[src/fiq_force_pkg.sv]
/*
 * Constants for the fast-interrupt forcing and protect block: register
 * offsets, field positions, reset values and sizes.
 * Assumes a 32-bit AHB-Lite register bus and byte addresses below 0x200.
 */
`default_nettype none

package fiq_force_pkg;

    // Sizes
    localparam int unsigned NSRC      = 32;  // Interrupt sources, 0 is the fast one
    localparam int unsigned STK_DEPTH = 8;   // Nesting levels
    localparam int unsigned AW        = 9;   // Decoded byte address bits

    // Register byte offsets
    localparam logic [8:0] OFS_MODE0    = 9'h000;  // Source mode 0..31
    localparam logic [8:0] OFS_VEC0     = 9'h080;  // Source vector 0..31
    localparam logic [8:0] OFS_NVEC     = 9'h100;  // Normal vector register
    localparam logic [8:0] OFS_FVEC     = 9'h104;  // Fast vector register
    localparam logic [8:0] OFS_CUR      = 9'h108;  // Current status register
    localparam logic [8:0] OFS_PEND     = 9'h10C;  // Pending register
    localparam logic [8:0] OFS_MASK     = 9'h110;  // Mask state register
    localparam logic [8:0] OFS_CORE     = 9'h114;  // Core request status
    localparam logic [8:0] OFS_EN_CMD   = 9'h120;  // Enable command
    localparam logic [8:0] OFS_DIS_CMD  = 9'h124;  // Disable command
    localparam logic [8:0] OFS_CLR_CMD  = 9'h128;  // Clear command
    localparam logic [8:0] OFS_SET_CMD  = 9'h12C;  // Set command
    localparam logic [8:0] OFS_EOI_CMD  = 9'h130;  // End of interrupt
    localparam logic [8:0] OFS_SPUR     = 9'h134;  // Spurious vector
    localparam logic [8:0] OFS_DBG      = 9'h138;  // Debug control register
    localparam logic [8:0] OFS_FF_EN    = 9'h140;  // Forcing enable command
    localparam logic [8:0] OFS_FF_DIS   = 9'h144;  // Forcing disable command
    localparam logic [8:0] OFS_FF_STAT  = 9'h148;  // Forcing status register

    // Field positions
    localparam int unsigned PRIO_LSB    = 0;  // Priority, 3 bits
    localparam int unsigned STYPE_LSB   = 5;  // Source type, 2 bits
    localparam int unsigned STYPE_EDGE  = 0;  // Type bit: 1 = edge triggered
    localparam int unsigned STYPE_HIGH  = 1;  // Type bit: 1 = high / rising
    localparam int unsigned DBG_PROTECT_BIT    = 0;  // Protect bit
    localparam int unsigned DBG_GENERAL_MASK_BIT    = 1;  // General mask bit

    // Reset values
    localparam logic [31:0] RST_WORD = 32'h0000_0000;
    localparam logic [1:0]  RST_DBG  = 2'h0;

endpackage : fiq_force_pkg

`default_nettype wire

[src/fiq_force.sv]
/*
 * Fast-interrupt path of a vectored interrupt controller with fast forcing,
 * debug protect mode, a small priority selector and nesting stack, all
 * reached as a zero-wait AHB-Lite slave.
 * Assumes sources and bus are synchronous to hclk; hready is the bus ready.
 */
`default_nettype none

module fiq_force
    import fiq_force_pkg::*;
(
    // Clock, reset, enable
    input  wire logic        hclk,
    input  wire logic        hresetn,
    input  wire logic        ce,
    // AHB-Lite slave
    input  wire logic        hsel,
    input  wire logic [31:0] haddr,
    input  wire logic [1:0]  htrans,
    input  wire logic        hwrite,
    input  wire logic [2:0]  hsize,
    input  wire logic [31:0] hwdata,
    input  wire logic        hready,
    output logic             hreadyout,
    output logic             hresp,
    output logic [31:0]      hrdata,
    // Interrupt sources
    input  wire logic [31:0] src_in,
    // Core request lines
    output logic             fast_request_n,
    output logic             normal_request_n
);
    import fiq_force_pkg::*;

    // Programmable state
    logic [2:0]  prio_q  [NSRC];        // Priority per source
    logic [1:0]  stype_q [NSRC];        // Source type per source
    logic [31:0] svr_q   [NSRC];        // Vector per source
    logic [31:0] spu_q;                 // Spurious vector
    logic [31:0] imr_q;                 // Enable mask
    logic [31:0] ffsr_q;                // Forcing status
    logic [31:0] pend_q, pend_d;        // Pending bits
    logic [1:0]  dbg_q;                 // Protect and general mask
    // Source sampling
    logic [31:0] smp_q;                 // Sampled sources
    logic [31:0] prev_q;                // Previous sample, edge detection
    // Nesting stack and recorded selection
    logic [2:0]  stk_lvl_q [STK_DEPTH]; // Stacked priority levels
    logic [4:0]  stk_src_q [STK_DEPTH]; // Stacked source numbers
    logic [3:0]  sp_q;                  // Stack depth in use
    logic        mem_vld_q;             // A real interrupt was recorded
    logic [4:0]  mem_src_q;             // Recorded source
    logic [2:0]  mem_lvl_q;             // Recorded level
    // Bus data phase
    logic        wph_q;                 // Write in data phase
    logic [8:0]  wadr_q;                // Its byte address
    logic [31:0] rdata_q;               // Read data register

    // Address phase decode
    wire         acc     = hsel && htrans[1] && hready;
    wire         rd_acc  = ce && acc && !hwrite;
    wire  [8:0]  aadr    = haddr[8:0];
    wire         rd_nvec = rd_acc && (aadr == OFS_NVEC);
    wire         rd_fvec = rd_acc && (aadr == OFS_FVEC);

    // Data phase write decode
    wire         wr      = ce && wph_q;
    wire         wr_mode = wr && (wadr_q < OFS_VEC0);
    wire         wr_vec  = wr && (wadr_q >= OFS_VEC0) && (wadr_q < OFS_NVEC);
    wire  [4:0]  widx    = wadr_q[6:2];
    wire         wr_nvec = wr && (wadr_q == OFS_NVEC);
    wire         wr_en   = wr && (wadr_q == OFS_EN_CMD);
    wire         wr_dis  = wr && (wadr_q == OFS_DIS_CMD);
    wire         wr_clr  = wr && (wadr_q == OFS_CLR_CMD);
    wire         wr_set  = wr && (wadr_q == OFS_SET_CMD);
    wire         wr_eoi  = wr && (wadr_q == OFS_EOI_CMD);
    wire         wr_spu  = wr && (wadr_q == OFS_SPUR);
    wire         wr_dbg  = wr && (wadr_q == OFS_DBG);
    wire         wr_ffen = wr && (wadr_q == OFS_FF_EN);
    wire         wr_ffds = wr && (wadr_q == OFS_FF_DIS);

    // Modes
    wire         protect_bit = dbg_q[DBG_PROTECT_BIT];
    wire         general_mask_bit = dbg_q[DBG_GENERAL_MASK_BIT];

    // Per-source detection, kept alive even when forced
    logic [31:0] edge_mode, act_lvl, edge_det;
    always_comb begin
        for (int i = 0; i < NSRC; i++) begin
            edge_mode[i] = stype_q[i][STYPE_EDGE];
            act_lvl[i]   = stype_q[i][STYPE_HIGH] ? smp_q[i] : !smp_q[i];
            edge_det[i]  = act_lvl[i] && !(stype_q[i][STYPE_HIGH] ? prev_q[i] : !prev_q[i]);
        end
    end

    // Normal candidates exclude source 0 and forced sources
    wire  [31:0] cand = pend_q & imr_q & ~ffsr_q & 32'hFFFF_FFFE;

    // Highest priority candidate, lowest number on ties
    logic        best_fnd;
    logic [4:0]  best_idx;
    logic [2:0]  best_lvl;
    always_comb begin
        best_fnd = 1'b0;
        best_idx = 5'h0;
        best_lvl = 3'h0;
        for (int i = 1; i < NSRC; i++) begin
            if (cand[i] && (!best_fnd || prio_q[i] > best_lvl)) begin
                best_fnd = 1'b1;
                best_idx = 5'(i);
                best_lvl = prio_q[i];
            end
        end
    end

    // Current level is the stack top; empty stack accepts any level
    wire         cur_vld = (sp_q != 4'h0);
    wire  [2:0]  top     = 3'(sp_q - 4'h1);
    wire  [2:0]  cur_lvl = stk_lvl_q[top];
    wire  [4:0]  cur_src = cur_vld ? stk_src_q[top] : 5'h0;
    wire         found   = best_fnd && (!cur_vld || best_lvl > cur_lvl);

    // Acknowledge: normal read in normal mode, vector write in protect mode
    wire         ack_nrm = rd_nvec && !protect_bit && found;
    wire         ack_prt = wr_nvec && protect_bit && mem_vld_q;
    wire         push    = ack_nrm || ack_prt;
    wire  [4:0]  ack_src = ack_nrm ? best_idx : mem_src_q;
    wire  [2:0]  ack_lvl = ack_nrm ? best_lvl : mem_lvl_q;
    // Pop before push so a back-to-back end and read stay ordered
    wire         pop     = wr_eoi && cur_vld;
    wire  [3:0]  sp_pop  = pop ? sp_q - 4'h1 : sp_q;
    wire         push_ok = push && (sp_pop < 4'(STK_DEPTH));
    wire  [3:0]  sp_d    = push_ok ? sp_pop + 4'h1 : sp_pop;

    // Fast read clears source 0 only when edge triggered and no forcing
    wire         fvr_clr = rd_fvec && edge_mode[0] && (ffsr_q == RST_WORD);
    wire  [31:0] ack_one = push_ok ? (32'h0000_0001 << ack_src) : 32'h0000_0000;

    // Pending next state; a new edge beats any clear
    always_comb begin
        for (int i = 0; i < NSRC; i++) begin
            if (edge_mode[i]) begin
                pend_d[i] = edge_det[i] || (wr_set && hwdata[i]) ||
                            (pend_q[i] && !(wr_clr && hwdata[i]) &&
                             !(ack_one[i] && !ffsr_q[i]) &&
                             !(i == 0 && fvr_clr));
            end else begin
                pend_d[i] = act_lvl[i];
            end
        end
    end

    // Request lines
    wire fiq_src = (pend_q[0] && imr_q[0]) || |(pend_q & imr_q & ffsr_q);
    assign fast_request_n   = !(fiq_src && !general_mask_bit);
    assign normal_request_n = !(found && !general_mask_bit);

    // Read mux
    logic [31:0] rmux;
    always_comb begin
        rmux = RST_WORD;
        if (aadr < OFS_VEC0) begin
            rmux[PRIO_LSB +: 3]  = prio_q[aadr[6:2]];
            rmux[STYPE_LSB +: 2] = stype_q[aadr[6:2]];
        end else if (aadr < OFS_NVEC) begin
            rmux = svr_q[aadr[6:2]];
        end else begin
            unique case (aadr)
                OFS_NVEC:    rmux = found ? svr_q[best_idx] : spu_q;
                OFS_FVEC:    rmux = svr_q[0];
                OFS_CUR:     rmux = {27'h0, cur_src};
                OFS_PEND:    rmux = pend_q;
                OFS_MASK:    rmux = imr_q;
                OFS_CORE:    rmux = {30'h0, !normal_request_n, !fast_request_n};
                OFS_SPUR:    rmux = spu_q;
                OFS_DBG:     rmux = {30'h0, dbg_q};
                OFS_FF_STAT: rmux = ffsr_q;
                default:     rmux = RST_WORD;   // Unmapped and write-only read zero
            endcase
        end
    end

    // Bus pipeline and read data
    always_ff @(posedge hclk or negedge hresetn) begin
        if (!hresetn) begin
            wph_q   <= 1'b0;
            wadr_q  <= 9'h000;
            rdata_q <= RST_WORD;
        end else if (ce) begin
            wph_q <= acc && hwrite;
            if (acc) wadr_q <= aadr;
            if (rd_acc) rdata_q <= rmux;
        end
    end
    assign hrdata    = rdata_q;
    assign hreadyout = 1'b1;   // Zero wait states, never stretches
    assign hresp     = 1'b0;   // Always OKAY

    // Source sampling and pending
    always_ff @(posedge hclk or negedge hresetn) begin
        if (!hresetn) begin
            smp_q  <= RST_WORD;
            prev_q <= RST_WORD;
            pend_q <= RST_WORD;
        end else if (ce) begin
            smp_q  <= src_in;
            prev_q <= smp_q;
            pend_q <= pend_d;
        end
    end

    // Per-source configuration
    always_ff @(posedge hclk or negedge hresetn) begin
        if (!hresetn) begin
            for (int i = 0; i < NSRC; i++) begin
                prio_q[i]  <= 3'h0;
                stype_q[i] <= 2'h0;
                svr_q[i]   <= RST_WORD;
            end
        end else if (ce) begin
            if (wr_mode) begin
                prio_q[widx]  <= hwdata[PRIO_LSB +: 3];
                stype_q[widx] <= hwdata[STYPE_LSB +: 2];
            end
            if (wr_vec) svr_q[widx] <= hwdata;
        end
    end

    // Masks, forcing, debug control, spurious vector
    always_ff @(posedge hclk or negedge hresetn) begin
        if (!hresetn) begin
            imr_q  <= RST_WORD;
            ffsr_q <= RST_WORD;
            dbg_q  <= RST_DBG;
            spu_q  <= RST_WORD;
        end else if (ce) begin
            if (wr_en)   imr_q  <= imr_q | hwdata;
            if (wr_dis)  imr_q  <= imr_q & ~hwdata;
            // Bit 0 cannot be forced: it already is the fast source
            if (wr_ffen) ffsr_q <= ffsr_q | (hwdata & 32'hFFFF_FFFE);
            if (wr_ffds) ffsr_q <= ffsr_q & ~hwdata;
            if (wr_dbg)  dbg_q  <= hwdata[1:0];
            if (wr_spu)  spu_q  <= hwdata;
        end
    end

    // Recorded selection and nesting stack
    always_ff @(posedge hclk or negedge hresetn) begin
        if (!hresetn) begin
            mem_vld_q <= 1'b0;
            mem_src_q <= 5'h0;
            mem_lvl_q <= 3'h0;
            sp_q      <= 4'h0;
            for (int i = 0; i < STK_DEPTH; i++) begin
                stk_lvl_q[i] <= 3'h0;
                stk_src_q[i] <= 5'h0;
            end
        end else if (ce) begin
            // Every normal vector read re-selects and records; only protect mode vector writes consume it
            if (rd_nvec) begin
                mem_vld_q <= found;
                mem_src_q <= best_idx;
                mem_lvl_q <= best_lvl;
            end else if (ack_prt) begin
                mem_vld_q <= 1'b0;
            end
            if (push_ok) begin
                stk_lvl_q[3'(sp_pop)] <= ack_lvl;
                stk_src_q[3'(sp_pop)] <= ack_src;
            end
            sp_q <= sp_d;
        end
    end

    // Checks
    general_mask_bit_quiet_a: assert property (@(posedge hclk) disable iff (!hresetn)
        general_mask_bit |-> fast_request_n && normal_request_n)
        else $error("request line active under general mask");
    forced_fiq_a: assert property (@(posedge hclk) disable iff (!hresetn)
        (!general_mask_bit && |(pend_q & imr_q & ffsr_q)) |-> !fast_request_n)
        else $error("forced pending source did not raise fast request");
    forced_skip_a: assert property (@(posedge hclk) disable iff (!hresetn)
        !normal_request_n |-> !ffsr_q[best_idx] && best_idx != 5'h0)
        else $error("forced or fast source raised normal request");
    fvr_data_a: assert property (@(posedge hclk) disable iff (!hresetn)
        rd_fvec |=> hrdata == $past(svr_q[0]))
        else $error("fast vector read did not return source 0 vector");
    fvr_clear_a: assert property (@(posedge hclk) disable iff (!hresetn)
        (fvr_clr && !edge_det[0] && !(wr_set && hwdata[0])) |=> !pend_q[0])
        else $error("fast vector read left edge source 0 pending");
    fvr_keep_a: assert property (@(posedge hclk) disable iff (!hresetn)
        (rd_fvec && edge_mode[0] && ffsr_q != RST_WORD && pend_q[0] && !wr_clr) |=> pend_q[0])
        else $error("fast vector read cleared source 0 under forcing");
    ack_forced_a: assert property (@(posedge hclk) disable iff (!hresetn)
        push_ok |-> !ffsr_q[ack_src])
        else $error("acknowledge hit a forced source");
    protect_bit_read_a: assert property (@(posedge hclk) disable iff (!hresetn)
        (rd_nvec && protect_bit && !pop && !push) |=> sp_q == $past(sp_q))
        else $error("protect mode read changed the stack");
    nrm_write_a: assert property (@(posedge hclk) disable iff (!hresetn)
        (wr_nvec && !protect_bit && !rd_nvec) |-> !push)
        else $error("normal mode vector write had an effect");
    nrm_push_a: assert property (@(posedge hclk) disable iff (!hresetn)
        (rd_nvec && !protect_bit && found && !pop && sp_q < 4'(STK_DEPTH))
        |=> sp_q == $past(sp_q) + 4'h1)
        else $error("normal mode read did not push");
    spur_vec_a: assert property (@(posedge hclk) disable iff (!hresetn)
        (rd_nvec && !found) |=> hrdata == $past(spu_q))
        else $error("spurious vector not returned");
    protect_bit_push_a: assert property (@(posedge hclk) disable iff (!hresetn)
        (wr_nvec && protect_bit && mem_vld_q && !pop && sp_q < 4'(STK_DEPTH))
        |=> sp_q == $past(sp_q) + 4'h1)
        else $error("protect mode write did not push");

    forced_cov_c: cover property (@(posedge hclk) disable iff (!hresetn)
        (|(ffsr_q & pend_q)) && !fast_request_n);
    protect_bit_pair_c:  cover property (@(posedge hclk) disable iff (!hresetn)
        (rd_nvec && protect_bit) ##[1:4] ack_prt);
    spur_c:       cover property (@(posedge hclk) disable iff (!hresetn) rd_nvec && !found);
    nest_c:       cover property (@(posedge hclk) disable iff (!hresetn) sp_q == 4'h2);

endmodule : fiq_force

`default_nettype wire

[config.mk]
export PLATFORM = sky130hd
export DESIGN_NAME = fiq_force
export DESIGN_NICKNAME = d
export VERILOG_FILES = /design/src/fiq_force_pkg.sv /design/src/fiq_force.sv
export SDC_FILE = /design/constraint.sdc
export NUM_CORES = 2
export LEC_CHECK = 0
export BUFFER_PORTS_ARGS = -buffer_cell sky130_fd_sc_hd__buf_2
export CAP_MARGIN = 15
export CELL_PAD_IN_SITES_DETAIL_PLACEMENT = 1
export CELL_PAD_IN_SITES_GLOBAL_PLACEMENT = 1
export CORE_MARGIN = 8
export CORE_UTILIZATION = 43
export CTS_CLUSTER_SIZE = 16
export DETAILED_ROUTE_END_ITERATION = 7
export GPL_ROUTABILITY_DRIVEN = 0
export HOLD_SLACK_MARGIN = 0.12
export PLACE_DENSITY = 0.69
export SLEW_MARGIN = 20
export SYNTH_ARGS = -nofsm -noshare
export SYNTH_HDL_FRONTEND = slang
export SYNTH_SLANG_ARGS = --single-unit
[constraint.sdc]
create_clock -name hclk -period 64.2 [get_ports hclk]
set_clock_uncertainty 0.15 [all_clocks]
set_input_delay 6.42 -clock hclk [delete_from_list [all_inputs] [get_ports hclk]]
set_output_delay 6.42 -clock hclk [all_outputs]
set_load 0.005 [all_outputs]
==> results.md <==
- The flow ran to the end, and the final reports show no timing, DRC or antenna violations.
- Of the total power, the share spent switching nets is 0.280.
- Counting instances in the post-synthesis netlist gives the leading cell types as 1,497 x sky130_fd_sc_hd__dfrtp_1, 1,308 x sky130_fd_sc_hd__mux2_2, 1,199 x sky130_fd_sc_hd__nand2_1, 440 x sky130_fd_sc_hd__clkbuf_1, 407 x sky130_fd_sc_hd__nand3_1.
- The clock tree from TritonCTS is built.
- The type of the tightest min-delay check is reg2reg.
- The dominant synthesized flop cell is sky130_fd_sc_hd__dfrtp_1.
- The post-synthesis sequential element count is around 1,500.
- Prior to clock tree synthesis, the placed netlist has a worst setup slack of around 5500 ps.
- The register with the most flip-flops is svr_q.
- Counting along the longest clock path gives a buffer depth of 3.
- By instance count, the cell type seen most on the critical path is sky130_fd_sc_hd__o21ai_0.
- IR analysis of the VDD net gives a maximum drop of 0.0175 mV.
- The mean instance size in the synthesized netlist is between 10 and 15 um^2.
- The core box area is just under 0.2 mm^2.
- The via-per-instance ratio is 6.58.
- After detailed routing, the total wire length is 321,000 um.
- In the final routed layout, each cell accounts on average for about 32 um.
- The number of sinks on the clock net is ~1,500.
- The fraction of layout instances using a drive strength above 1 is 0.314.
- The total number of yosys warnings is 0.
- Summed over all failing endpoints, the final setup total negative slack is 0 ps.
- The gate count of the mapped netlist is ~7,400.
- The clock latency at the later pin of the worst-skew pair is around 830 ps.
- Internal power comes to roughly 1.6 mW.
- The standard cell area after detailed placement is around 0.086 mm^2.
- The number of global-route vias before repair is a little under 70,000.
- The root buffer cell chosen for the clock tree is sky130_fd_sc_hd__clkbuf_16.
- The H-tree was split into 4 levels.
- The floorplan die height is 456 um.
- Entering global routing, the biggest net connects approximately 160 pins.
- The half-perimeter wire length after detailed placement is a little under 200,000 um.
- The area fraction of the dominant cell type after synthesis is 0.449.
- In this run the remaining antenna-violating nets after routing total 0.
- Clock-pin slew was measured on the worst setup and hold paths at roughly 60 ps.
- The endpoint required time on the critical path is ~58,000 ps.
- The share of total power dissipated in sequential elements is 0.443.
- The worst pin sits at a relative slew slack of 0.137.
- By area the synthesized netlist is led by sky130_fd_sc_hd__dfrtp_1 45%, sky130_fd_sc_hd__mux2_2 18%, sky130_fd_sc_hd__mux4_2 10%, sky130_fd_sc_hd__nand2_1 5.4%, sky130_fd_sc_hd__nand3_1 2.4%.
- On the worst path, the slowest cell contributes a delay of 630 ps.
- In the finished design, the share of the clock period the worst path needs comes to 0.933.
- The largest total area in the synthesized netlist belongs to sky130_fd_sc_hd__dfrtp_1.
- Including well taps, the total number of placed cells is between 9,000 and 10,000.
- The number of antenna violations at the first check in global routing is 13.
- The worst setup path is captured at a primary output.
- The clock period minus final worst setup slack is 59,890 ps.
- Yosys instantiated no cell more often than sky130_fd_sc_hd__dfrtp_1.
- For this run, the register share of the synthesized area comes to 0.449.
- The post-route standard cell area excluding fillers is roughly 0.092 mm^2.
- In this run the count of I/O pins placed on the die edge is roughly 140.
- The count of unique library cells instantiated by Yosys is between 90 and 100.
- The setup path with the least slack is of type reg2out.
- In the final layout, the registers with the most flip-flops are svr_q (1024), prio_q (96), stk_src_q (40).
- The initial cell density of the core is 0.433.
- Global routing finished with a remaining overflow of 0.
- The x dimension of the die is roughly 460 um.
- The number of enable flip-flop cells after synthesis is 0.
- The slew at the pin closest to its max-slew limit is between 1000 and 1500 ps.
- The number of flip-flops in the largest register is 1,024.
- Static timing analysis puts the maximum clock frequency at roughly 17 MHz.
- For this block, the via count after detailed routing is around 65,000.
- The slowest stage of the critical path is the sky130_fd_sc_hd__a221oi_1 cell.
- The synthesized netlist occupies a cell area of between 0.08 and 0.09 mm^2.
- The die covers between 0.2 and 0.25 mm^2.
- The first global-routing pass estimated ~470,000 um of wire.
- Input and output buffers added on the ports amount to 113.
- The part of the total power dissipated in the clock network is 0.435.
- The arrival time of data at the critical path endpoint is ~53,000 ps.
- The final net count is 7,422.
- Setup repair after global routing left no endpoint under its margin.
- The number of standard cells in the final layout excluding fillers is between 9,000 and 10,000.
- The max-slew violation count is 0.
- The quantity of hold-fixing buffers added after cts is 0.
- The minimum setup slack in the final design is between 4000 and 5000 ps.
- Setup violations remaining at the end of the flow were counted as 0.
- The leakage power total is 40.7 nW.
- The number of buffers added by the clock tree synthesis step is 166.
- For this design the ratio of total power to cell area is approximately 25 mW/mm^2.
- The final count of hold timing violations was 0.
- The part of the power in combinational logic is 0.122.
- The async set-or-reset flop fraction in the synthesized netlist is 1.00.
- The cell row count is approximately 160.
- Counting every net in the synthesized netlist gives between 7,000 and 8,000.
- The layout has 20,200 filler cells.
- The detailed router's first-iteration violation count is between 6,000 and 7,000.
- The DRC violation count after routing is 0.
- The total track usage is 0.301.
- Before antenna repair, the detailed router went through 5 iterations.
- Power comes to around 2.3 mW.
- Of all nets on the critical path, the largest fanout is 13.
- The max capacitance violation total is 0.
- The startpoint kind of the worst setup timing path is a flop.
- The relative area change from synthesis to final layout is 10.1%.
- For this design the total switching power over the nets is roughly 0.63 mW.
## cells by family after synthesis
| group | synth area share |
|---|---|
| compound gates | 0.0849 |
| xor+xnor | 0.00410 |
| fa+ha+maj | 0.0112 |
| buf+inv | 0.0349 |
| flops | 0.449 |
| mux | 0.301 |
| other cells | 0.0000901 |
| simple gates | 0.115 |
## through the flow
stage                      util  hold WS, ps
after CTS                 0.476          328
after global placement    0.448          307
after detailed placement  0.448          313
after floorplan               -          295
final                     0.477          325
after global routing      0.476          343
## metal layers
| layer | global-route usage | vias up | wire length, um |
|---|---|---|---|
| met5 | 0 | - | 47 |
| met4 | 0.155 | 6 | 19600 |
| met3 | 0.0561 | 803 | 24500 |
| met2 | 0.467 | 2773 | 145000 |
| met1 | 0.404 | 34600 | 132000 |
| li1 | - | 27000 | - |
## critical path: cells and delay by family, from the launching register on
family,cells,cell delay (ps)
adders and majority gates,33,9150
DFF,1,490
AOI/OAI and AO/OA,111,26620
buffers and inverters,12,1440
muxes,7,2490
and+or+nand+nor,77,12120
## cells in the final DEF (no fill, tap or decap), types with 36 or more instances in the layout
cell type	Yosys	final
sky130_fd_sc_hd__inv_1	107	107
sky130_fd_sc_hd__buf_4	17	144
sky130_fd_sc_hd__clkbuf_8	0	41
sky130_fd_sc_hd__nand2_1	1199	1188
sky130_fd_sc_hd__a21oi_1	217	217
sky130_fd_sc_hd__o22ai_1	68	68
sky130_fd_sc_hd__ha_1	73	73
sky130_fd_sc_hd__mux2i_1	165	165
sky130_fd_sc_hd__o21ai_0	225	222
sky130_fd_sc_hd__a31oi_1	158	158
sky130_fd_sc_hd__nand4_1	43	43
sky130_fd_sc_hd__and3_1	83	83
sky130_fd_sc_hd__nand3_1	407	400
sky130_fd_sc_hd__mux4_2	387	387
sky130_fd_sc_hd__clkbuf_1	440	40
sky130_fd_sc_hd__a211oi_1	52	51
sky130_fd_sc_hd__nor2_1	208	180
sky130_fd_sc_hd__clkbuf_16	0	169
sky130_fd_sc_hd__xnor2_1	36	36
sky130_fd_sc_hd__buf_2	73	105
sky130_fd_sc_hd__dfrtp_1	1497	1497
sky130_fd_sc_hd__mux2_2	1308	1308
## power by group through the flow
stage	clock network [mW]	registers, mW	logic (mW)
2_1_floorplan	0	1.00	0.167
3_3_place_gp	0	1.01	0.266
3_5_place_dp	0	1.02	0.271
4_1_cts	1.00	0.999	0.273
5_1_grt	1.03	1.00	0.292
6_report	0.984	1.00	0.275
## repair_timing
| item | 4_1_cts | 5_1_grt |
|---|---|---|
| resized for setup | 0 | 3 |
| setup endpoints to repair | 0 | 1 |
| setup buffers | 0 | 0 |
## final timing paths
kind                                    end  cells past startpoint  slack, ps           from
max                        normal_request_n                    240       4310           flop
min                           stk_lvl_q[21]                      2        330  stk_lvl_q[21]
max reg2reg                      pend_q[22]                    246       8390           flop
min reg2reg                   stk_lvl_q[21]                      2        330  stk_lvl_q[21]
max in group asynchronous        svr_q[699]                      7      52970        hresetn
min in group asynchronous     stk_src_q[27]                      1       5390        hresetn
## area by class of cell
class | count | area (um^2) | share of cell area
clock inverter | 52 | 584 | 0.00637
inverter | 107 | 402 | 0.00438
tap | 2526 | 3160 | 0.0344
antenna | 7 | 17.5 | 0.000191
multi-input combinational | 5208 | 43400 | 0.473
timing repair buffer | 262 | 1840 | 0.0200
sequential | 1497 | 37500 | 0.408
clock buffer | 250 | 4940 | 0.0539
Note: power is estimated with default switching activity, not from simulation.
